### config.mk
export PLATFORM = sky130hd
export DESIGN_NAME = aslc_ctrl
export DESIGN_NICKNAME = d
export VERILOG_FILES = /design/src/include/aslc_pkg.sv /design/src/design/aslc_ctrl.sv
export SDC_FILE = /design/constraint.sdc
export NUM_CORES = 1
export LEC_CHECK = 0
export BUFFER_PORTS_ARGS = -buffer_cell sky130_fd_sc_hd__buf_4
export CAP_MARGIN = 20
export CORE_MARGIN = 2
export CORE_UTILIZATION = 40
export CTS_CLUSTER_DIAMETER = 60
export CTS_CLUSTER_SIZE = 20
export DETAILED_ROUTE_END_ITERATION = 8
export HOLD_SLACK_MARGIN = 0.05
export PLACE_DENSITY = 0.7
export SLEW_MARGIN = 20
export SYNTH_ARGS = -nofsm -noshare
export SYNTH_HDL_FRONTEND = slang
export SYNTH_SLANG_ARGS = --single-unit
### constraint.sdc
create_clock -name core_clk_i -period 2.9 [get_ports core_clk_i]
set_input_delay 0.29 -clock core_clk_i [delete_from_list [all_inputs] [get_ports core_clk_i]]
set_output_delay 0.29 -clock core_clk_i [all_outputs]
set_load 0.02 [all_outputs]
### src/include/aslc_pkg.sv
// package for the converter selection latch and sleep control block
// assumes one cpu clock; converter clock made here by a prescaler
// How it works
// - cpu selection sits in a temporary register, copied to active while idle.
// - active selection frozen during conversion, copying resumes in last eight converter cycles.
// - conversion begins on the second cpu clock edge after the start bit write.
// - amplified conversion end clears the start bit.
// - current source selected disconnects the reference pin from the internal network.
// - noise reduction or idle sleep with conditions met starts a conversion once halted.
// - completion raises the interrupt request, waking the cpu in noise reduction sleep.
// - converter stays enabled in other sleep modes.
// - start bit reads one throughout a conversion, cleared by hardware at completion.
// - normal conversion 15.5 converter cycles, first after enable 25.
// - trigger rising edge resets prescaler and starts conversion; edges while busy ignored.
package aslc_pkg;
   localparam int CHAN_W = 5;
   localparam int REF_W = 2;
   localparam int PRESC_W = 7;
   // half cycles: 15.5 and 25 converter cycles doubled
   localparam logic [5:0] NORMAL_HALF = 6'h1F;
   localparam logic [5:0] FIRST_HALF = 6'h32;
   localparam logic [5:0] UNLOCK_HALF = 6'h10;
   localparam logic [1:0] START_DELAY = 2'h2;
   localparam logic [CHAN_W-1:0] CHAN_RST = 5'h00;
   localparam logic [REF_W-1:0] REF_RST = 2'h0;
   typedef struct packed {
      logic [REF_W-1:0] ref_sel;
      logic [CHAN_W-1:0] chan;
   } aslc_sel_t;
   typedef enum logic [1:0] {SLP_NONE, SLP_IDLE, SLP_NOISE, SLP_OTHER} aslc_sleep_t;
endpackage

### src/design/aslc_ctrl.sv
// selection latch, start timing, conversion timer and sleep start
// assumes cpu write strobes are on core_clk_i; trigger pin is asynchronous
`timescale 1ns/1ps
`default_nettype none
module aslc_ctrl (
   input wire logic core_clk_i,
   input wire logic rst_i,
   input wire logic sel_wr_i,
   input wire aslc_pkg::aslc_sel_t sel_wdata_i,
   output aslc_pkg::aslc_sel_t sel_rdata_o,
   output aslc_pkg::aslc_sel_t active_sel_o,
   input wire logic converter_enable_i,
   input wire logic auto_trigger_enable_i,
   input wire logic start_wr_i,
   input wire logic trigger_i,
   input wire logic amplified_i,
   input wire logic [2:0] prescale_i,
   input wire logic current_source_enable_i,
   input wire logic intr_enable_i,
   input wire aslc_pkg::aslc_sleep_t sleep_mode_i,
   input wire logic cpu_halted_i,
   output logic start_conversion_bit_o,
   output logic busy_o,
   output logic conv_clk_o,
   output logic done_pulse_o,
   output logic irq_req_o,
   output logic ref_pin_connect_o,
   output logic converter_power_o
);
   import aslc_pkg::*;
   logic trig_s1_reg, trig_s2_reg, trig_s3_reg;
   aslc_sel_t tmp_reg, tmp_next, act_reg, act_next;
   logic start_reg, start_next, busy_reg, busy_next, first_reg, first_next;
   logic [1:0] dly_reg, dly_next;
   logic [5:0] half_reg, half_next;
   logic [PRESC_W-1:0] pre_reg, pre_next;
   logic done_reg, done_next, irq_reg, irq_next, slp_reg, slp_next;
   logic trig_rise, tick, sleep_go, kick;
   function automatic logic [PRESC_W-1:0] presc_div(input logic [2:0] code);
      presc_div = (code == 3'h0) ? 7'h01 : 7'((8'h01 << code) - 8'h01);
   endfunction
   // trigger pin passes two flops before edge detect
   always_ff @(posedge core_clk_i or posedge rst_i) begin
      if (rst_i) begin
         trig_s1_reg <= 1'b0;
         trig_s2_reg <= 1'b0;
         trig_s3_reg <= 1'b0;
      end else begin
         trig_s1_reg <= trigger_i;
         trig_s2_reg <= trig_s1_reg;
         trig_s3_reg <= trig_s2_reg;
      end
   end
   assign trig_rise = trig_s2_reg & ~trig_s3_reg;
   // compare with >= so a smaller prescale setting never lets the count run on to wrap
   assign tick = (pre_reg >= presc_div(prescale_i));
   assign sleep_go = (sleep_mode_i == SLP_IDLE || sleep_mode_i == SLP_NOISE) && cpu_halted_i &&
                     !auto_trigger_enable_i && converter_enable_i && intr_enable_i && !busy_reg &&
                     !start_reg && !slp_reg;
   assign kick = start_wr_i | sleep_go;
   always_comb begin
      tmp_next = tmp_reg;
      act_next = act_reg;
      start_next = start_reg;
      busy_next = busy_reg;
      first_next = first_reg;
      dly_next = dly_reg;
      half_next = half_reg;
      pre_next = tick ? '0 : PRESC_W'(pre_reg + 1'b1);
      done_next = 1'b0;
      irq_next = 1'b0;
      slp_next = slp_reg & (sleep_mode_i != SLP_NONE);
      if (sel_wr_i) begin
         tmp_next = sel_wdata_i;
      end
      // copy while idle or in last eight cycles
      if (!busy_reg || (dly_reg == 2'h0 && half_reg <= UNLOCK_HALF)) begin
         act_next = tmp_reg;
      end
      // enable low clears the prescaler to zero and makes the next conversion a long first one
      if (!converter_enable_i) begin
         start_next = 1'b0;
         busy_next = 1'b0;
         first_next = 1'b1;
         dly_next = 2'h0;
         pre_next = '0;
      end else if (!busy_reg) begin
         // trigger edge resets prescaler and starts
         if (auto_trigger_enable_i && trig_rise) begin
            busy_next = 1'b1;
            pre_next = '0;
            half_next = first_reg ? FIRST_HALF : NORMAL_HALF;
            start_next = 1'b1;
         end else if (kick) begin
            start_next = 1'b1;
            busy_next = 1'b1;
            dly_next = START_DELAY;
            slp_next = slp_reg | sleep_go;
            half_next = first_reg ? FIRST_HALF : NORMAL_HALF;
         end
      end else if (dly_reg != 2'h0) begin
         dly_next = 2'(dly_reg - 2'h1);
      end else if (tick) begin
         // count half cycles down to completion
         // 31 half cycles end on the 16th tick, so 15.5 rounds up
         if (half_reg <= 6'h2) begin
            busy_next = 1'b0;
            first_next = 1'b0;
            done_next = 1'b1;
            irq_next = intr_enable_i;
            start_next = 1'b0;
         end else begin
            half_next = 6'(half_reg - 6'h2);
         end
      end
      // a write on the completion edge must not leave the bit up with nothing running
      if (converter_enable_i && start_wr_i && busy_reg && busy_next && !amplified_i) begin
         start_next = 1'b1;
      end
   end
   always_ff @(posedge core_clk_i or posedge rst_i) begin
      if (rst_i) begin
         tmp_reg <= '{ref_sel: REF_RST, chan: CHAN_RST};
         act_reg <= '{ref_sel: REF_RST, chan: CHAN_RST};
         start_reg <= 1'b0;
         busy_reg <= 1'b0;
         first_reg <= 1'b1;
         dly_reg <= 2'h0;
         half_reg <= 6'h00;
         pre_reg <= '0;
         done_reg <= 1'b0;
         irq_reg <= 1'b0;
         slp_reg <= 1'b0;
      end else begin
         tmp_reg <= tmp_next;
         act_reg <= act_next;
         start_reg <= start_next;
         busy_reg <= busy_next;
         first_reg <= first_next;
         dly_reg <= dly_next;
         half_reg <= half_next;
         pre_reg <= pre_next;
         done_reg <= done_next;
         irq_reg <= irq_next;
         slp_reg <= slp_next;
      end
   end
   assign sel_rdata_o = tmp_reg;
   assign active_sel_o = act_reg;
   assign start_conversion_bit_o = start_reg;
   assign busy_o = busy_reg;
   assign conv_clk_o = tick;
   assign done_pulse_o = done_reg;
   // completion request even if woken early
   assign irq_req_o = irq_reg;
   assign ref_pin_connect_o = !current_source_enable_i;
   // power follows enable only, any sleep mode
   assign converter_power_o = converter_enable_i;

   // checks sit beside the logic they guard
   AST_START_DELAY: assert property (@(posedge core_clk_i) disable iff (rst_i)
      (converter_enable_i && !busy_reg && start_wr_i && !(auto_trigger_enable_i && trig_rise))
      |=> busy_reg && start_reg && dly_reg == START_DELAY) else $error("start delay wrong");
   AST_LOCK: assert property (@(posedge core_clk_i) disable iff (rst_i)
      (busy_reg && half_reg > UNLOCK_HALF && converter_enable_i && $past(busy_reg))
      |-> $stable(act_reg)) else $error("selection changed while locked");
   AST_UNLOCK_COPY: assert property (@(posedge core_clk_i) disable iff (rst_i)
      (busy_reg && dly_reg == 2'h0 && half_reg <= UNLOCK_HALF)
      |=> act_reg == $past(tmp_reg)) else $error("copy not resumed near the end");
   AST_IDLE_COPY: assert property (@(posedge core_clk_i) disable iff (rst_i)
      !busy_reg
      |=> act_reg == $past(tmp_reg)) else $error("idle copy missing");
   AST_READBACK: assert property (@(posedge core_clk_i) disable iff (rst_i)
      sel_wr_i
      |=> sel_rdata_o == $past(sel_wdata_i)) else $error("readback wrong");
   AST_DONE_CLEAR: assert property (@(posedge core_clk_i) disable iff (rst_i)
      done_reg
      |-> !start_reg) else $error("start bit not cleared");
   AST_BUSY_START: assert property (@(posedge core_clk_i) disable iff (rst_i)
      start_reg == busy_reg)
      else $error("start bit differs from busy");
   AST_DONE_IDLE: assert property (@(posedge core_clk_i) disable iff (rst_i)
      done_reg
      |-> !busy_reg) else $error("busy after completion");
   AST_TRIG: assert property (@(posedge core_clk_i) disable iff (rst_i)
      (converter_enable_i && auto_trigger_enable_i && trig_rise && !busy_reg)
      |=> busy_reg && pre_reg == '0) else $error("trigger not taken");
   AST_EDGE_IGNORED: assert property (@(posedge core_clk_i) disable iff (rst_i)
      (converter_enable_i && busy_reg && trig_rise && half_reg > 6'h2)
      |=> busy_reg && half_reg <= $past(half_reg)) else $error("trigger edge restarted a conversion");
   AST_DISABLE_CLEAR: assert property (@(posedge core_clk_i) disable iff (rst_i)
      !converter_enable_i
      |=> !busy_reg && !start_reg && first_reg) else $error("disable did not clear the conversion");
   AST_REFPIN: assert property (@(posedge core_clk_i) disable iff (rst_i)
      current_source_enable_i
      |-> !ref_pin_connect_o) else $error("reference pin connected");
   AST_SLEEP: assert property (@(posedge core_clk_i) disable iff (rst_i)
      sleep_go
      |=> busy_reg) else $error("sleep conversion not started");
   AST_IRQ: assert property (@(posedge core_clk_i) disable iff (rst_i)
      (done_reg && $past(intr_enable_i))
      |-> irq_req_o) else $error("irq missing");
   AST_IRQ_GATED: assert property (@(posedge core_clk_i) disable iff (rst_i)
      irq_req_o
      |-> done_reg) else $error("irq without completion");
   // covers for the main scenarios
   COV_SINGLE: cover property (@(posedge core_clk_i) disable iff (rst_i)
      start_wr_i ##[1:1000] done_reg);
   COV_TRIG: cover property (@(posedge core_clk_i) disable iff (rst_i)
      trig_rise && auto_trigger_enable_i);
   COV_SLEEP: cover property (@(posedge core_clk_i) disable iff (rst_i)
      sleep_go ##[1:1000] irq_req_o);
   COV_AMP_DONE: cover property (@(posedge core_clk_i) disable iff (rst_i)
      done_reg && amplified_i);
   COV_TRIG_IGNORED: cover property (@(posedge core_clk_i) disable iff (rst_i)
      busy_reg && trig_rise && auto_trigger_enable_i);
endmodule
`default_nettype wire

# After elaboration in Yosys (flattened, before gate mapping)
# Cells that the tools add are included.
# totals
register_bits	38
inputBits	23
elab_cells	123
# op_classes
add_sub_neg	4
n_lt_le_gt_ge	3
n_eq_ne	16
shift	1
muxes	48
bitwise	5
reduce_logical	30
# op_table
cell	count
two-way mux 6 bit	7
two-way mux 7 bit	5
two-way mux 1 bit	31
logical AND 1 bit	13
two-way mux 2 bit	5
!= test 2 x 1 -> 1 bit (second input constant)	4
!= test 4 x 2 -> 1 bit (second input constant)	2
AND reduction 4 bit	2
adder 7 x 1 -> 7 bit (second input constant)	1
greater-or-equal comparator 7 bit	1
<< shifter 1 x 3 -> 7 bit (first input constant)	1
subtractor 7 x 1 -> 7 bit (second input constant)	1
less-or-equal comparator 6 x 2 -> 1 bit (second input constant)	1
less-or-equal comparator 6 x 5 -> 1 bit (second input constant)	1
zero test 1 bit	6
!= test 2 bit (second input constant)	3
subtractor 6 x 2 -> 6 bit (second input constant)	1
!= test 5 x 1 -> 1 bit (second input constant)	1
AND reduction 5 bit	1
!= test 4 x 3 -> 1 bit (second input constant)	1
nonzero test 2 bit	2
zero test 3 bit	1
!= test 3 x 1 -> 1 bit (second input constant)	1
!= test 3 x 2 -> 1 bit (second input constant)	1
other kinds (11)	14

# Logic depth before layout (Yosys ltp)
# depth
ltp_word	18
ltp_mapped	8
ltp_nobuf	7

# Worst setup path before layout
# No wires, ideal clock.
# synth_path
path_kind	reg-to-reg
startpoint	register pre_reg[4]
endpoint	register half_reg[1]
arrival_time_ps	1652
t_required_ps	2775
path_slack_ps	1123
path_stages_with_launch	7
synth_period_minus_slack_ps	1777
path_cell_list	dfrtp_1 -> ha_1 -> nand4_1 -> a21oi_1 -> o21ai_2 -> or2_2 -> mux2_2
# synth_via
elab_chain_cells	3
# synth_lines
element	line_no	rtl
start: declaration	aslc_ctrl.sv:36	logic [PRESC_W-1:0] pre_reg, pre_next;
start signal: assignment	aslc_ctrl.sv:142	pre_reg <= pre_next;
greater-or-equal comparator 7 bit	aslc_ctrl.sv:56	assign tick = (pre_reg >= presc_div(prescale_i));
!= test 2 x 1 -> 1 bit (no source line)	n/a	
AND reduction 5 bit (no source line)	n/a	
end signal: assignment	aslc_ctrl.sv:141	half_reg <= half_next;
end: declaration	aslc_ctrl.sv:35	logic [5:0] half_reg, half_next;
# Every way passes these cells.
# A chain may end at the register's enable or synchronous reset.

# Worst setup path after layout
# layout_path
startpoint	register pre_reg[4]
endpoint	output port conv_clk_o
# layout_via
elab_chain_cells	1
# layout_lines
element	line_no	rtl
greater-or-equal comparator 7 bit	aslc_ctrl.sv:56	
end: declaration	aslc_ctrl.sv:24	output logic conv_clk_o,
# Every way passes these cells.

==> reports/results.ini <==
[power]
finalPower_mw=1.37
p_sw_share_pct=28.4
total_leakage_power_nw=1.11
p_sw_uw=390
p_clk_share_pct=32.5
power_frac_comb_pct=21.1
irDropWorstVdd_uv=368
power_density_nw_per_um2=579
power_frac_seq_pct=46.5
p_int_uw=985

[critical_path]
crit_path_max_fanout=4
cp-end-kind=output port
cp.required_ns=2.61
crit_arrival_ns=1.65
cp-start-kind=flip-flop
reg2reg_setup_slack_ns=0.98
critPathKind=reg -> out

[placed_design]
dp_hpwl_mm=2.60
gp_congestion=0.828
port_buffers=43

[timing]
tightest_slew_ns=0.816
tns_ns=0
final-hold-violation-count=0
min_period_ns=1.94
finClkSkew_ns=0.00607
drv_slew=0
clock.fmax_mhz=516
setup-violations-final=0
slew_headroom_pct=44.8
rsz0062_at_grt=false
period_share_pct=66.9

[clock_tree]
numCtsBuffers=5
clockBufferDepth=2
cts-htree-levels=2
holdBufCountCts=0
tritoncts=yes
post-cts-setup-buffer-count=0
cts-root-buf=clkbuf_8
postCtsResizedCells=0
clock_latency_ns=0.29
clk_pin_slew_worst_paths_ns=0.08
cts.sink_count=38

[grt]
grt_pass1_vias=1401
grt.total_usage_pct=14.6
grt_overflow=0
grt_start_max_net_pins=39
grt_pass1_wl_mm=6.04
antenna_found_initial=0

[drt]
vias_per_cell=5.02
drtIter0Drc=71
drc=0
drt-wirelength-per-cell_um=12.5
wl_mm=3.46
firstDrtPassIters=4
vias=1386
antenna_left=0

[logic_synthesis]
syn_nets=209
yosys_warnings=0
synth_seq_cells=38
synth_edf_count=0
syn_inst=175
ys.flop_type=dfrtp_1
ys_async_sr_fraction_pct=100
ys_types=44
synth.cell_area_sq_um=1900
seq_area_frac_synth_pct=50.0
synth.avg_cell_area_sq_um=10.9

[worst_hold_path]
hold_path_class=in -> async

[floorplanning]
die_area_sq_um=5330
die_h_um=73
placeableCoreArea_sq_um=4660
io_pins=44
die_w_um=73
fp-row-count=25
start_util_pct=40.9

[final_layout]
drive_above_1_share_pct=35.1
fillers=427
multi_input_area_sq_um=858
diodes=0
area_growth_pct=24.7
fin_nets=255
regArea_sq_um=952

[run]
maxCapViolCount=0

[status]
status=complete, no violations

placed cells by master, fill, tap and decap left out, drive strengths merged:
cell type,instances
nor2b,1
and3b,1
or3,1
mux2i,1
clkinvlp,2
o21ai,11
or2,2
and2,2
and2b,1
o221a,1
ha,11
a21oi,8
dfrtp,37
o31ai,3
xnor2,3
buf,44
a311oi,1
xor2,3
o211ai,2
nand2b,2
o22ai,2
nor3,2
mux2,16
inv,14
bufinv,1
nand3b,2
a41oi,1
o311ai,1
nand3,7
nand4,1
nor2,15
nand2,14
dfstp,1
or4,1
and3,1
clkbuf,5
o22a,1
layout make-up:
type,count,area share (%)
Multi-Input combinational cell,118,36.1
Sequential cell,38,40.1
Clock inverter,3,1.90
Inverter,14,2.21
Clock buffer,5,2.90
Timing Repair Buffer,44,13.9
Tap cell,54,2.85
cells by family after synthesis:
kind of cell	share of synthesized area, %
buf+inv	4.93
fa+ha+maj	7.23
xor+xnor	2.76
mux	10.2
compound gates	11.2
flops	50.0
simple gates	13.7
critical path, stage by stage, from the launching register on:
cell and delay (ns):
dfrtp_1 0.43, ha_1 0.33, a21oi_1 0.15, o21ai_1 0.10, nor2_1 0.14, inv_1 0.05
buf_4 0.15
power groups by stage:
| stage | combinational [mW] | sequential (mW) | clock, mW |
|---|---|---|---|
| floorplan | 0.150 | 0.676 | 0 |
| global placement | 0.289 | 0.648 | 0 |
| detailed placement | 0.293 | 0.651 | 0 |
| CTS | 0.295 | 0.640 | 0.460 |
| global route | 0.323 | 0.651 | 0.486 |
| finish | 0.290 | 0.639 | 0.446 |
Yosys cell counts (3+ instances only):
| master | instances | area [sq um] |
|---|---|---|
| dfrtp_1 | 37 | 926 |
| mux2_2 | 15 | 169 |
| nor2_1 | 15 | 56.3 |
| inv_1 | 14 | 52.6 |
| nand2_1 | 13 | 48.8 |
| ha_1 | 11 | 138 |
| a21oi_1 | 8 | 40.0 |
| nand3_1 | 7 | 35.0 |
| o21ai_0 | 7 | 35.0 |
| o31ai_1 | 3 | 22.5 |
| xnor2_1 | 3 | 26.3 |
| xor2_1 | 3 | 26.3 |
final timing paths:
path | startpoint | end | depth (start not counted)
setup / recovery | pre_reg[4] | conv_clk_o | 6
hold / removal | rst_i | pre_reg[2] | 3
setup reg to reg | pre_reg[4] | half_reg[1] | 6
hold reg to reg | trig_s1_reg | trig_s2_reg | 0
max in group asynchronous | rst_i | first_reg | 3
min in group core_clk_i | trigger_i | trig_s1_reg | 1
per-layer routing:
| metal | track usage (%) | wire, um | vias to the layer above |
|---|---|---|---|
| met2 | 23.6 | 1610 | 30 |
| met1 | 18.8 | 1650 | 658 |
| met5 | 0 | 0 | - |
| met4 | 3.50 | 17 | 0 |
| li1 | - | - | 694 |
| met3 | 5.25 | 181 | 4 |
through the flow:
step	hold WS, ns	area (sq um)	util (%)	worst slack [ns]	cells
after floorplan	0.321	1900	-	1.12	175
after global placement	0.333	2260	48.5	0.934	268
after detailed placement	0.346	2260	48.5	0.909	268
after CTS	0.0964	2370	51.0	0.935	276
after global routing	0.0932	2370	51.0	0.819	276
final	0.104	2370	51.0	0.960	276
(Power assumes the default switching activity.)
